## src/dift_pkg.sv

```systemverilog
// Purpose: Shared constants for the IF packet transport framer
// Assumes: 100 MHz system clock, 32-bit classic Wishbone register port
// Notes:   Offsets are byte addresses of aligned 32-bit words
package dift_pkg;

  // ---------------------------------------------------------------
  // Timing
  // ---------------------------------------------------------------
  localparam int unsigned CLK_HZ = 100_000_000;
  localparam int unsigned CTX_RATE_HZ = 10;
  localparam int unsigned CTX_PERIOD_CYC = CLK_HZ / CTX_RATE_HZ;
  localparam int unsigned VER_RATE_MAX = 100;
  localparam int unsigned VER_TICK_CYC = CLK_HZ / VER_RATE_MAX;

  // ---------------------------------------------------------------
  // Register offsets
  // ---------------------------------------------------------------
  localparam logic [7:0] REG_CTRL = 8'h00;
  localparam logic [7:0] REG_STATUS = 8'h04;
  localparam logic [7:0] REG_OWN_MAC_HI = 8'h08;
  localparam logic [7:0] REG_OWN_MAC_LO = 8'h0C;
  localparam logic [7:0] REG_OWN_IP = 8'h10;
  localparam logic [7:0] REG_MC_MAC_HI = 8'h14;
  localparam logic [7:0] REG_MC_MAC_LO = 8'h18;
  localparam logic [7:0] REG_MC_IP = 8'h1C;
  localparam logic [7:0] REG_DST_IP = 8'h20;
  localparam logic [7:0] REG_TX_PORTS = 8'h24;
  localparam logic [7:0] REG_RX_PORT = 8'h28;
  localparam logic [7:0] REG_VER_RATE = 8'h2C;
  localparam logic [7:0] REG_RX_DROPS = 8'h30;

  // Control fields
  localparam int unsigned CTRL_TX_EN = 0;
  localparam int unsigned CTRL_MCAST = 1;
  localparam int unsigned CTRL_RX_EN = 2;

  // Status fields
  localparam int unsigned STAT_ARP_OK = 0;
  localparam int unsigned STAT_CTX_SEEN = 1;
  localparam int unsigned STAT_SEQ_LSB = 4;

  // ---------------------------------------------------------------
  // Reset values and limits
  // ---------------------------------------------------------------
  localparam logic [15:0] UDP_PORT_RST = 16'hC350;
  localparam logic [15:0] UDP_PORT_MIN = 16'h0400;
  localparam logic [6:0] VER_RATE_RST = 7'h00;

  // ---------------------------------------------------------------
  // Frame layout
  // ---------------------------------------------------------------
  localparam int unsigned HDR_BYTES = 42;
  localparam logic [15:0] ETYPE_IPV4 = 16'h0800;
  localparam logic [7:0] IP_VER_IHL = 8'h45;
  localparam logic [15:0] IP_FLAGS_DF = 16'h4000;
  localparam logic [7:0] IP_TTL = 8'h40;
  localparam logic [7:0] IP_PROTO_UDP = 8'h11;
  localparam logic [15:0] IP_HDR_LEN = 16'h0014;
  localparam logic [15:0] UDP_HDR_LEN = 16'h0008;
  localparam logic [23:0] MC_MAC_PREFIX = 24'h01005E;
  localparam logic [3:0] VRT_CTX_TYPE = 4'h4;
  localparam logic [1:0] CTX_TYPE_STD = 2'h0;
  localparam logic [1:0] CTX_TYPE_VER = 2'h1;

  typedef enum logic [1:0] {TX_IDLE, TX_HDR, TX_PAY} dift_tx_st_t;

endpackage : dift_pkg

```

## src/dift_framer.sv

```systemverilog
// Purpose: UDP/IPv4/Ethernet framing and filtering for IF packet transport
// Assumes: Byte streams, one byte per cycle; network side always accepts
// Notes:   ARP itself runs outside; this block only requests and learns
//
// Overview of operation
// - Unicast destination MAC is learned by ARP at each enable.
// - Multicast destination MAC comes from the IP; no ARP.
// - Received frames need own or multicast destination MAC.
// - Outbound IPv4 header checksum is inserted here.
// - Received frames need own or multicast destination IP.
// - UDP source port resets to 50000, settable 1024-65535.
// - UDP destination port resets to 50000, settable 1024-65535.
// - Listening UDP port resets to 50000, settable 1024-65535.
// - Any inbound UDP source port is accepted.
// - UDP length is payload plus eight header bytes.
// - Ten standard context packets per second outbound.
// - Version packet rate is set 0 (off) to 100; ver ticks on a context tick are skipped, so 100 gives 90 per second.
// - Inbound data reaches RF only after a context packet.
// - Untagged Ethernet frames carry IPv4 then UDP headers.
// - No trailers or extra transport framing.
// - Samples complex signed, I and Q 4 to 16 bits.
// - Standard flow bandwidth 10 kHz to 600 MHz.
// - Standard flow context type 0, version flow type 1.
// - 4-bit sequence counts standard context packets modulo 16.
`timescale 1ns/100ps
module dift_framer
  import dift_pkg::*;
#(
  parameter int unsigned CTX_PERIOD = dift_pkg::CTX_PERIOD_CYC,
  parameter int unsigned VER_TICK = dift_pkg::VER_TICK_CYC
)(
  input wire logic CLK_SYS_I,
  input wire logic SYS_RST_I,
  input wire logic WB_CYC_I,
  input wire logic WB_STB_I,
  input wire logic WB_WE_I,
  input wire logic [7:0] WB_ADR_I,
  input wire logic [3:0] WB_SEL_I,
  input wire logic [31:0] WB_DAT_I,
  output logic [31:0] WB_DAT_O,
  output logic WB_ACK_O,
  output logic ARP_REQ_O,
  output logic [31:0] ARP_IP_O,
  input wire logic ARP_DONE_I,
  input wire logic [47:0] ARP_MAC_I,
  output logic CTX_REQ_O,
  output logic [1:0] CTX_TYPE_O,
  output logic [3:0] CTX_SEQ_O,
  input wire logic [7:0] TX_PL_DATA_I,
  input wire logic TX_PL_VALID_I,
  input wire logic TX_PL_LAST_I,
  input wire logic [15:0] TX_PL_LEN_I,
  output logic TX_PL_READY_O,
  output logic [7:0] ETH_TX_DATA_O,
  output logic ETH_TX_VALID_O,
  output logic ETH_TX_LAST_O,
  input wire logic [7:0] ETH_RX_DATA_I,
  input wire logic ETH_RX_VALID_I,
  input wire logic ETH_RX_LAST_I,
  output logic [7:0] RX_PL_DATA_O,
  output logic RX_PL_VALID_O,
  output logic RX_PL_LAST_O,
  output logic RX_PL_CTX_O
);
  import dift_pkg::*;

  initial
  begin
    if (CTX_PERIOD < 2 || VER_TICK < 2)
      $error("rate periods below 2 cycles");
  end

  // ---------------------------------------------------------------
  // Helpers
  // ---------------------------------------------------------------
  function automatic logic [31:0] wr_bytes(input logic [31:0] old_v,
    input logic [31:0] new_v, input logic [3:0] sel);
    logic [31:0] r;
    r = old_v;
    for (int i = 0; i < 4; i++)
      if (sel[i])
        r[8*i +: 8] = new_v[8*i +: 8];
    return r;
  endfunction : wr_bytes

  function automatic logic port_ok(input logic [15:0] p);
    return p >= UDP_PORT_MIN;
  endfunction : port_ok

  // Ones-complement sum of ten header words, folded and inverted
  function automatic logic [15:0] ip_csum(input logic [159:0] h);
    logic [19:0] s;
    s = 20'h00000;
    for (int i = 0; i < 10; i++)
      s = s + {4'h0, h[16*i +: 16]};
    s = {4'h0, s[15:0]} + {16'h0000, s[19:16]};
    s = {4'h0, s[15:0]} + {16'h0000, s[19:16]};
    return ~s[15:0];
  endfunction : ip_csum

  // ---------------------------------------------------------------
  // Register file
  // ---------------------------------------------------------------
  logic [2:0] ctrl_q;
  logic [47:0] own_mac_q;
  logic [31:0] own_ip_q;
  logic [47:0] mc_mac_q;
  logic [31:0] mc_ip_q;
  logic [31:0] dst_ip_q;
  logic [15:0] tx_sport_q;
  logic [15:0] tx_dport_q;
  logic [15:0] rx_port_q;
  logic [6:0] ver_rate_q;
  logic [31:0] rx_drops_q;
  logic arp_ok_q;
  logic ctx_seen_q;
  logic [3:0] seq_q;
  logic wb_req;
  logic wb_wr;
  logic [31:0] wd;

  assign wb_req = WB_CYC_I && WB_STB_I && !WB_ACK_O;
  assign wb_wr = wb_req && WB_WE_I;

  always_ff @(posedge CLK_SYS_I)
  begin
    if (SYS_RST_I)
    begin
      ctrl_q <= 3'h0;
      own_mac_q <= 48'h000000000000;
      own_ip_q <= 32'h00000000;
      mc_mac_q <= 48'h000000000000;
      mc_ip_q <= 32'h00000000;
      dst_ip_q <= 32'h00000000;
      tx_sport_q <= UDP_PORT_RST;
      tx_dport_q <= UDP_PORT_RST;
      rx_port_q <= UDP_PORT_RST;
      ver_rate_q <= VER_RATE_RST;
    end
    else if (wb_wr)
    begin
      unique case (WB_ADR_I)
        REG_CTRL:
          ctrl_q <= wd[2:0];
        REG_OWN_MAC_HI:
          own_mac_q[47:32] <= wd[15:0];
        REG_OWN_MAC_LO:
          own_mac_q[31:0] <= wr_bytes(own_mac_q[31:0], WB_DAT_I, WB_SEL_I);
        REG_OWN_IP:
          own_ip_q <= wr_bytes(own_ip_q, WB_DAT_I, WB_SEL_I);
        REG_MC_MAC_HI:
          mc_mac_q[47:32] <= wd[15:0];
        REG_MC_MAC_LO:
          mc_mac_q[31:0] <= wr_bytes(mc_mac_q[31:0], WB_DAT_I, WB_SEL_I);
        REG_MC_IP:
          mc_ip_q <= wr_bytes(mc_ip_q, WB_DAT_I, WB_SEL_I);
        REG_DST_IP:
          dst_ip_q <= wr_bytes(dst_ip_q, WB_DAT_I, WB_SEL_I);
        REG_TX_PORTS:
        begin
          // Out-of-range port writes are ignored, the old value stays
          if (port_ok(wd[31:16]))
            tx_sport_q <= wd[31:16];
          if (port_ok(wd[15:0]))
            tx_dport_q <= wd[15:0];
        end
        REG_RX_PORT:
          if (port_ok(wd[15:0]))
            rx_port_q <= wd[15:0];
        REG_VER_RATE:
          if (wd[6:0] <= 7'(VER_RATE_MAX))
            ver_rate_q <= wd[6:0];
        default:
          ;
      endcase
    end
  end

  always_comb
  begin
    unique case (WB_ADR_I)
      REG_CTRL: wd = wr_bytes({29'h0, ctrl_q}, WB_DAT_I, WB_SEL_I);
      REG_OWN_MAC_HI: wd = wr_bytes({16'h0, own_mac_q[47:32]}, WB_DAT_I,
        WB_SEL_I);
      REG_MC_MAC_HI: wd = wr_bytes({16'h0, mc_mac_q[47:32]}, WB_DAT_I,
        WB_SEL_I);
      REG_TX_PORTS: wd = wr_bytes({tx_sport_q, tx_dport_q}, WB_DAT_I,
        WB_SEL_I);
      REG_RX_PORT: wd = wr_bytes({16'h0, rx_port_q}, WB_DAT_I, WB_SEL_I);
      REG_VER_RATE: wd = wr_bytes({25'h0, ver_rate_q}, WB_DAT_I, WB_SEL_I);
      default: wd = WB_DAT_I;
    endcase
  end

  // Single-wait-state slave; unmapped reads return zero
  always_ff @(posedge CLK_SYS_I)
  begin
    if (SYS_RST_I)
    begin
      WB_ACK_O <= 1'b0;
      WB_DAT_O <= 32'h00000000;
    end
    else
    begin
      WB_ACK_O <= wb_req;
      if (wb_req && !WB_WE_I)
        unique case (WB_ADR_I)
          REG_CTRL: WB_DAT_O <= {29'h0, ctrl_q};
          REG_STATUS: WB_DAT_O <= {24'h0, seq_q, 2'h0, ctx_seen_q,
            arp_ok_q};
          REG_OWN_MAC_HI: WB_DAT_O <= {16'h0, own_mac_q[47:32]};
          REG_OWN_MAC_LO: WB_DAT_O <= own_mac_q[31:0];
          REG_OWN_IP: WB_DAT_O <= own_ip_q;
          REG_MC_MAC_HI: WB_DAT_O <= {16'h0, mc_mac_q[47:32]};
          REG_MC_MAC_LO: WB_DAT_O <= mc_mac_q[31:0];
          REG_MC_IP: WB_DAT_O <= mc_ip_q;
          REG_DST_IP: WB_DAT_O <= dst_ip_q;
          REG_TX_PORTS: WB_DAT_O <= {tx_sport_q, tx_dport_q};
          REG_RX_PORT: WB_DAT_O <= {16'h0, rx_port_q};
          REG_VER_RATE: WB_DAT_O <= {25'h0, ver_rate_q};
          REG_RX_DROPS: WB_DAT_O <= rx_drops_q;
          default: WB_DAT_O <= 32'h00000000;
        endcase
      else
        WB_DAT_O <= 32'h00000000;
    end
  end

  // ---------------------------------------------------------------
  // Destination MAC resolution
  // ---------------------------------------------------------------
  logic tx_en_q;
  logic [47:0] dst_mac_q;
  logic [47:0] dst_mac;

  always_ff @(posedge CLK_SYS_I)
  begin
    if (SYS_RST_I)
    begin
      tx_en_q <= 1'b0;
      arp_ok_q <= 1'b0;
      dst_mac_q <= 48'h000000000000;
      ARP_REQ_O <= 1'b0;
      ARP_IP_O <= 32'h00000000;
    end
    else
    begin
      tx_en_q <= ctrl_q[CTRL_TX_EN];
      // Every enable edge forgets the old MAC; ARP asks again only when multicast is off
      ARP_REQ_O <= ctrl_q[CTRL_TX_EN] && !tx_en_q &&
        !ctrl_q[CTRL_MCAST];
      ARP_IP_O <= dst_ip_q;
      if (ctrl_q[CTRL_TX_EN] && !tx_en_q)
        arp_ok_q <= 1'b0;
      else if (ARP_DONE_I && tx_en_q)
      begin
        arp_ok_q <= 1'b1;
        dst_mac_q <= ARP_MAC_I;
      end
    end
  end

  // Multicast MAC maps the low 23 IP bits behind a fixed prefix
  assign dst_mac = ctrl_q[CTRL_MCAST] ?
    {MC_MAC_PREFIX, 1'b0, dst_ip_q[22:0]} : dst_mac_q;

  // ---------------------------------------------------------------
  // Context packet scheduling
  // ---------------------------------------------------------------
  logic [31:0] ctx_cnt_q;
  logic [31:0] ver_cnt_q;
  logic [7:0] ver_acc_q;
  logic ctx_tick;
  logic ver_tick;

  assign ctx_tick = ctx_cnt_q == 32'(CTX_PERIOD - 1);
  assign ver_tick = ver_cnt_q == 32'(VER_TICK - 1);

  always_ff @(posedge CLK_SYS_I)
  begin
    if (SYS_RST_I || !ctrl_q[CTRL_TX_EN])
    begin
      ctx_cnt_q <= 32'h00000000;
      ver_cnt_q <= 32'h00000000;
      ver_acc_q <= 8'h00;
      seq_q <= 4'h0;
      CTX_REQ_O <= 1'b0;
      CTX_TYPE_O <= CTX_TYPE_STD;
      CTX_SEQ_O <= 4'h0;
    end
    else
    begin
      ctx_cnt_q <= ctx_tick ? 32'h00000000 : ctx_cnt_q + 32'h1;
      ver_cnt_q <= ver_tick ? 32'h00000000 : ver_cnt_q + 32'h1;
      CTX_REQ_O <= 1'b0;
      if (ctx_tick)
      begin
        CTX_REQ_O <= 1'b1;
        CTX_TYPE_O <= CTX_TYPE_STD;
        CTX_SEQ_O <= seq_q;
        seq_q <= seq_q + 4'h1;
      end
      else if (ver_tick)
      begin
        // Rate accumulator: ver_rate_q packets per hundred ticks
        if (ver_acc_q + {1'b0, ver_rate_q} >= 8'(VER_RATE_MAX))
        begin
          ver_acc_q <= ver_acc_q + {1'b0, ver_rate_q} -
            8'(VER_RATE_MAX);
          CTX_REQ_O <= 1'b1;
          CTX_TYPE_O <= CTX_TYPE_VER;
        end
        else
          ver_acc_q <= ver_acc_q + {1'b0, ver_rate_q};
      end
    end
  end

  // ---------------------------------------------------------------
  // Outbound framer
  // ---------------------------------------------------------------
  dift_tx_st_t tx_st_q;
  logic [8*HDR_BYTES-1:0] hdr_q;
  logic [8*HDR_BYTES-1:0] hdr;
  logic [5:0] hdr_cnt_q;
  logic [15:0] udp_len;
  logic [15:0] ip_len;
  logic [159:0] ip_hdr;

  assign udp_len = TX_PL_LEN_I + UDP_HDR_LEN;
  assign ip_len = udp_len + IP_HDR_LEN;

  always_comb
  begin
    ip_hdr = {IP_VER_IHL, 8'h00, ip_len, 16'h0000, IP_FLAGS_DF, IP_TTL,
      IP_PROTO_UDP, 16'h0000, own_ip_q, dst_ip_q};
    ip_hdr[79:64] = ip_csum(ip_hdr);
    // Untagged Ethernet, IPv4, UDP; nothing follows the payload
    hdr = {dst_mac, own_mac_q, ETYPE_IPV4, ip_hdr, tx_sport_q, tx_dport_q,
      udp_len, 16'h0000};
  end

  always_ff @(posedge CLK_SYS_I)
  begin
    if (SYS_RST_I)
    begin
      tx_st_q <= TX_IDLE;
      hdr_q <= '0;
      hdr_cnt_q <= 6'h00;
      TX_PL_READY_O <= 1'b0;
      ETH_TX_DATA_O <= 8'h00;
      ETH_TX_VALID_O <= 1'b0;
      ETH_TX_LAST_O <= 1'b0;
    end
    else
    begin
      ETH_TX_VALID_O <= 1'b0;
      ETH_TX_LAST_O <= 1'b0;
      unique case (tx_st_q)
        TX_IDLE:
          // Unicast frames wait until the ARP MAC is known; multicast frames do not
          if (TX_PL_VALID_I && ctrl_q[CTRL_TX_EN] &&
            (arp_ok_q || ctrl_q[CTRL_MCAST]))
          begin
            hdr_q <= hdr;
            hdr_cnt_q <= 6'h00;
            tx_st_q <= TX_HDR;
          end
        TX_HDR:
        begin
          ETH_TX_DATA_O <= hdr_q[8*HDR_BYTES-1 -: 8];
          ETH_TX_VALID_O <= 1'b1;
          hdr_q <= hdr_q << 8;
          hdr_cnt_q <= hdr_cnt_q + 6'h01;
          if (hdr_cnt_q == 6'(HDR_BYTES - 1))
          begin
            tx_st_q <= TX_PAY;
            TX_PL_READY_O <= 1'b1;
          end
        end
        TX_PAY:
          if (TX_PL_VALID_I)
          begin
            ETH_TX_DATA_O <= TX_PL_DATA_I;
            ETH_TX_VALID_O <= 1'b1;
            ETH_TX_LAST_O <= TX_PL_LAST_I;
            if (TX_PL_LAST_I)
            begin
              TX_PL_READY_O <= 1'b0;
              tx_st_q <= TX_IDLE;
            end
          end
        default:
          tx_st_q <= TX_IDLE;
      endcase
    end
  end

  // ---------------------------------------------------------------
  // Inbound filter
  // ---------------------------------------------------------------
  logic [8*HDR_BYTES-9:0] rx_hdr_q;
  logic [8*HDR_BYTES-1:0] rx_hdr;
  logic [5:0] rx_cnt_q;
  logic rx_pass_q;
  logic rx_first_q;
  logic rx_is_ctx_q;
  logic rx_hdr_end;
  logic rx_match;
  logic rx_is_ctx;

  assign rx_hdr = {rx_hdr_q, ETH_RX_DATA_I};
  assign rx_hdr_end = ETH_RX_VALID_I && rx_cnt_q == 6'(HDR_BYTES - 1);
  // Source MAC, IP, port and checksum are not checked here
  assign rx_match =
    (rx_hdr[335:288] == own_mac_q || rx_hdr[335:288] == mc_mac_q) &&
    rx_hdr[239:224] == ETYPE_IPV4 && rx_hdr[223:216] == IP_VER_IHL &&
    rx_hdr[151:144] == IP_PROTO_UDP &&
    (rx_hdr[95:64] == own_ip_q || rx_hdr[95:64] == mc_ip_q) &&
    rx_hdr[47:32] == rx_port_q;
  assign rx_is_ctx = ETH_RX_DATA_I[7:4] == VRT_CTX_TYPE;

  always_ff @(posedge CLK_SYS_I)
  begin
    if (SYS_RST_I)
    begin
      rx_hdr_q <= '0;
      rx_cnt_q <= 6'h00;
      rx_pass_q <= 1'b0;
      rx_first_q <= 1'b0;
      rx_is_ctx_q <= 1'b0;
      rx_drops_q <= 32'h00000000;
      ctx_seen_q <= 1'b0;
      RX_PL_DATA_O <= 8'h00;
      RX_PL_VALID_O <= 1'b0;
      RX_PL_LAST_O <= 1'b0;
      RX_PL_CTX_O <= 1'b0;
    end
    else
    begin
      RX_PL_VALID_O <= 1'b0;
      RX_PL_LAST_O <= 1'b0;
      if (!ctrl_q[CTRL_RX_EN])
        ctx_seen_q <= 1'b0;
      if (ETH_RX_VALID_I)
      begin
        if (rx_cnt_q != 6'(HDR_BYTES))
        begin
          rx_hdr_q <= rx_hdr[8*HDR_BYTES-9:0];
          rx_cnt_q <= rx_cnt_q + 6'h01;
        end
        if (rx_hdr_end)
        begin
          rx_pass_q <= rx_match && ctrl_q[CTRL_RX_EN];
          rx_first_q <= 1'b1;
          if (!rx_match)
            rx_drops_q <= rx_drops_q + 32'h1;
        end
        else if (rx_cnt_q == 6'(HDR_BYTES) && rx_pass_q)
        begin
          rx_first_q <= 1'b0;
          if (rx_first_q)
          begin
            rx_is_ctx_q <= rx_is_ctx;
            if (rx_is_ctx)
              ctx_seen_q <= 1'b1;
          end
          // Data before any context is dropped, not converted to RF
          if ((rx_first_q ? rx_is_ctx : rx_is_ctx_q) ||
            ctx_seen_q)
          begin
            RX_PL_DATA_O <= ETH_RX_DATA_I;
            RX_PL_VALID_O <= 1'b1;
            RX_PL_LAST_O <= ETH_RX_LAST_I;
            RX_PL_CTX_O <= rx_first_q ? rx_is_ctx : rx_is_ctx_q;
          end
        end
        if (ETH_RX_LAST_I)
        begin
          // Runt frames count as drops too
          if (rx_cnt_q < 6'(HDR_BYTES - 1))
            rx_drops_q <= rx_drops_q + 32'h1;
          rx_cnt_q <= 6'h00;
          rx_pass_q <= 1'b0;
          rx_first_q <= 1'b0;
        end
      end
    end
  end

endmodule : dift_framer

```

## config.mk

```make
export PLATFORM = sky130hd
export DESIGN_NAME = dift_framer
export DESIGN_NICKNAME = d
export VERILOG_FILES = /design/src/dift_pkg.sv /design/src/dift_framer.sv
export SDC_FILE = /design/constraint.sdc
export NUM_CORES = 2
export LEC_CHECK = 0
export BUFFER_PORTS_ARGS = -buffer_cell sky130_fd_sc_hd__buf_2
export CORE_ASPECT_RATIO = 1.25
export CORE_UTILIZATION = 35
export DETAILED_ROUTE_END_ITERATION = 10
export GPL_TIMING_DRIVEN = 0
export SYNTH_ARGS = -nofsm -noshare
export SYNTH_HDL_FRONTEND = slang
export SYNTH_SLANG_ARGS = --single-unit
```

## constraint.sdc

```tcl
create_clock -name CLK_SYS_I -period 9 [get_ports CLK_SYS_I]
set_input_delay 1.8 -clock CLK_SYS_I [delete_from_list [all_inputs] [get_ports CLK_SYS_I]]
set_output_delay 1.8 -clock CLK_SYS_I [all_outputs]
set_load 0.05 [all_outputs]
```

==> reports/metrics.yaml <==
outcome:
  status: "finished, violations left"
  violations: "DRC, capacitance limit, slew limit"
setup_path:
  worstReg2RegStart: "dst_ip_q[2]$_SDFFE_PP0P_"
  cp-end-kind: "flop"
  slowest_delay_ns: 0.54
  startpoint_type: "input pin"
  slowest_stage: "fa_1"
  crit_fanout: 8
  r2r_slack_ns: 1.14
  r2r-end: "hdr_q[140]$_SDFFE_PP0P_"
  worstSetupPathType: "input pin to flop"
  crit_top_cell: "ha_2"
  cp.required_ns: 9.70
  reg2regPathDepth: 30
  cp.arrival_ns: 9.50
placed_design:
  hpwl_mm: 162
  gp_congestion: 1.03
  port_buffers: 221
detailed_routing:
  drt_pre_antenna_iters: 11
  drt_iter0_markers: 4754
  num_vias: 46400
  drt-vias-per-instance: 5.52
  drc: 27
  ant_nets: 0
  wl_per_cell_um: 24.9
  postRouteWirelength_mm: 210
cts:
  cts_inserted_buffers: 118
  clk_latency_ns: 0.79
  cts_max_level: 3
  ctsHoldBuffers: 0
  clk_pin_slew_worst_paths_ns: 0.07
  cts_sinks: 1168
  cts_tree: "done"
  clk_path_buf_depth: 3
  clockRootBuffer: "clkbuf_16"
yosys:
  synth_most_common_cell: "nand2_1"
  synth_seq_cells: 1168
  yosys.area.top_type: "dfxtp_1"
  synthFlopType: "dfxtp_1"
  seq_area_frac_synth: 0.461
  synth.cell_area_mm2: 0.0508
  synth_fa_ha_area_frac: 0.0352
  synth_cells: 6050
  ys_warn_count: 0
  synth_top_family_by_area: "simple AND/OR/NAND/NOR gates"
  syn_area_per_cell_um2: 8.39
  synth_edf_count: 0
  synth.area.mux_share: 0.0487
  syn_nets: 6297
  synth-simple-area-share: 0.198
  synth_xor_area_frac: 0.0547
  synthArstFlopShare: 0
  synth.area.top_cells: "dfxtp_1 46%, nand2_1 9.0%, a21oi_1 6.8%"
  synth_top_area_frac: 0.461
  synth_cell_type_count: 79
  synth_compound_area_frac: 0.160
  synth_commonest_cells: "1,218 x nand2_1, 1,168 x dfxtp_1, 685 x a21oi_1"
grt:
  antenna_found_initial: 28
  grt_overflow: 0
  grt_pass1_vias: 44400
  grt_first_pass_wirelength_mm: 299
  track_usage: 0.279
  grt_start_max_net_pins: 18
hold_path:
  min_path_cells: 2
  min_path_type: "flop to flop"
  min_to: "rx_hdr_q[155]$_SDFFE_PP0P_"
  hp-start: "rx_hdr_q[147]$_SDFFE_PP0P_"
job:
  cap_violations: 1
sta:
  maxSlewHeadroom: -0.0144
  hold_ws_ns: 0.442
  fin_crit_sh: 0.978
  layout_min_cycle_time_ns: 8.80
  hold_violations: 0
  skew_ns: 0.0485
  max_freq_mhz: 114
  worst_pin_slew_ns: 1.52
  setup_violations: 0
  finalSetupTns_ns: 0
  finalMaxSlewViolations: 11
die:
  dieWidth_um: 343
  die_height_um: 428
  rows: 155
  core-area_mm2: 0.143
  io_pins: 229
  initial_utilization: 0.354
  die_area_mm2: 0.147
cells_and_area:
  drive_above_1_share: 0.0830
  nFillCells: 14500
  nets: 6663
  synthToLayoutAreaGrowth_pct: 16.2
pwr:
  power.density_mw_per_mm2: 185
  p_leak_nw: 20.7
  peakVddDrop_v: 0.000167
## metrics by stage
stage / cell area (um2) / cells / worst slack (ns) / util / power [mW]
final: 59000 / 8410 / 0.199 / 0.411 / 10.9
after global routing: 59000 / 8404 / -0.0853 / 0.411 / 11.2
after CTS: 58600 / 8381 / 0.00906 / 0.409 / 11.0
after detailed placement: 54200 / 8157 / -1.78 / 0.379 / 5.82
after global placement: 54200 / 8155 / -1.79 / 0.378 / 5.81
after floorplan: 50800 / 6050 / 0.00124 / - / 5.59
## power breakdown
group | switching [mW] | total (mW) | internal, mW
clock network | 2.22 | 5.19 | 2.96
registers | 0.00524 | 5.18 | 5.17
logic | 0.413 | 0.570 | 0.157
## repair_timing
action                     CTS  global route
setup buffers                4            21
pin swaps                    7            30
setup endpoints to repair   14            12
gates resized for setup     43            34
## registers in the layout (all words and copies together) (netlist names), 7 cells and up
register and flops:
ARP_IP_O 32, ETH_TX_DATA_O 8, RX_PL_DATA_O 8, WB_DAT_O 32, ctx_cnt_q 32, dst_ip_q 32, dst_mac_q 48, hdr_q 320
mc_ip_q 32, mc_mac_q 48, own_ip_q 32, own_mac_q 48, rx_drops_q 32, rx_hdr_q 328, rx_port_q 16, tx_dport_q 16
tx_sport_q 16, ver_acc_q 8, ver_cnt_q 32, ver_rate_q 7
## worst max-delay path by stage
stage	startpoint	endpoint	slack, ns	depth (start not counted)
5_1_grt	TX_PL_LEN_I[3]	hdr_q[140]$_SDFFE_PP0P_	-0.09	38
6_report	TX_PL_LEN_I[4]	hdr_q[140]$_SDFFE_PP0P_	0.20	37
3_5_place_dp	TX_PL_LEN_I[3]	hdr_q[140]$_SDFFE_PP0P_	-1.78	37
2_1_floorplan	TX_PL_LEN_I[5]	hdr_q[140]$_SDFFE_PP0P_	0.001	37
3_3_place_gp	TX_PL_LEN_I[3]	hdr_q[140]$_SDFFE_PP0P_	-1.79	37
4_1_cts	TX_PL_LEN_I[3]	hdr_q[140]$_SDFFE_PP0P_	0.009	38
## final cells by class
class	instances	area [um2]	area share
Sequential cell	1168	23400	0.397
Buffer	416	1610	0.0273
Inverter	138	518	0.00878
Clock inverter	59	749	0.0127
Multi-Input combinational cell	4325	25700	0.436
Clock buffer	162	3320	0.0563
Antenna cell	9	22.5	0.000382
Tap cell	1884	2360	0.0400
Timing Repair Buffer	249	1320	0.0224
## critical path, delay by kind of cell
family                   cells  cell delay [ns]
AO/OA/AOI/OAI                9             1.61
adder cells (fa/ha/maj)      9             2.55
multiplexers                 2             0.31
AND/OR/NAND/NOR             11             2.14
buffers and inverters        3             0.29
XOR/XNOR                     3             0.78
## routing by layer
layer | track usage | share of wire
met5 | 0 | 0.00077
met4 | 0.210 | 0.087
met3 | 0.0539 | 0.075
met2 | 0.456 | 0.46
met1 | 0.324 | 0.38
## cells in the final DEF, fill, tap and decap left out, types with 10 or more instances in the layout
master     count
a31oi_1       32
xnor2_1       69
fa_1          48
o211ai_1      53
clkbuf_16    118
xor2_1       233
nor4_1        65
buf_1         29
clkbuf_8      20
buf_4         29
a211oi_1     179
or3_1         35
bufinv_16     13
buf_2        227
clkinv_2      32
and2_1        19
nand2b_1      14
nor3b_1       23
a222oi_1      53
nand2_1     1218
nor3_1        64
a311oi_1      10
o21ai_0       63
nand4_1       44
nor2b_1       40
dfxtp_1     1168
nor2_1       535
nand3_1      191
mux2i_1      239
a21oi_1      680
ha_1          51
o22ai_1       12
a22oi_1      140
and3_1        31
inv_1        137
clkbuf_1     396
## cells by family (layout without fill, tap and decap cells)
kind of cell	count (synthesis)	after routing
xor gates and xnor gates	317	317
muxes	246	246
AOI/OAI and AO/OA	1311	1311
DFF	1168	1168
buffers and inverters	557	1024
other	1	10
adders and majority gates	113	113
and+or+nand+nor	2337	2337
(Power assumes the default switching activity.)
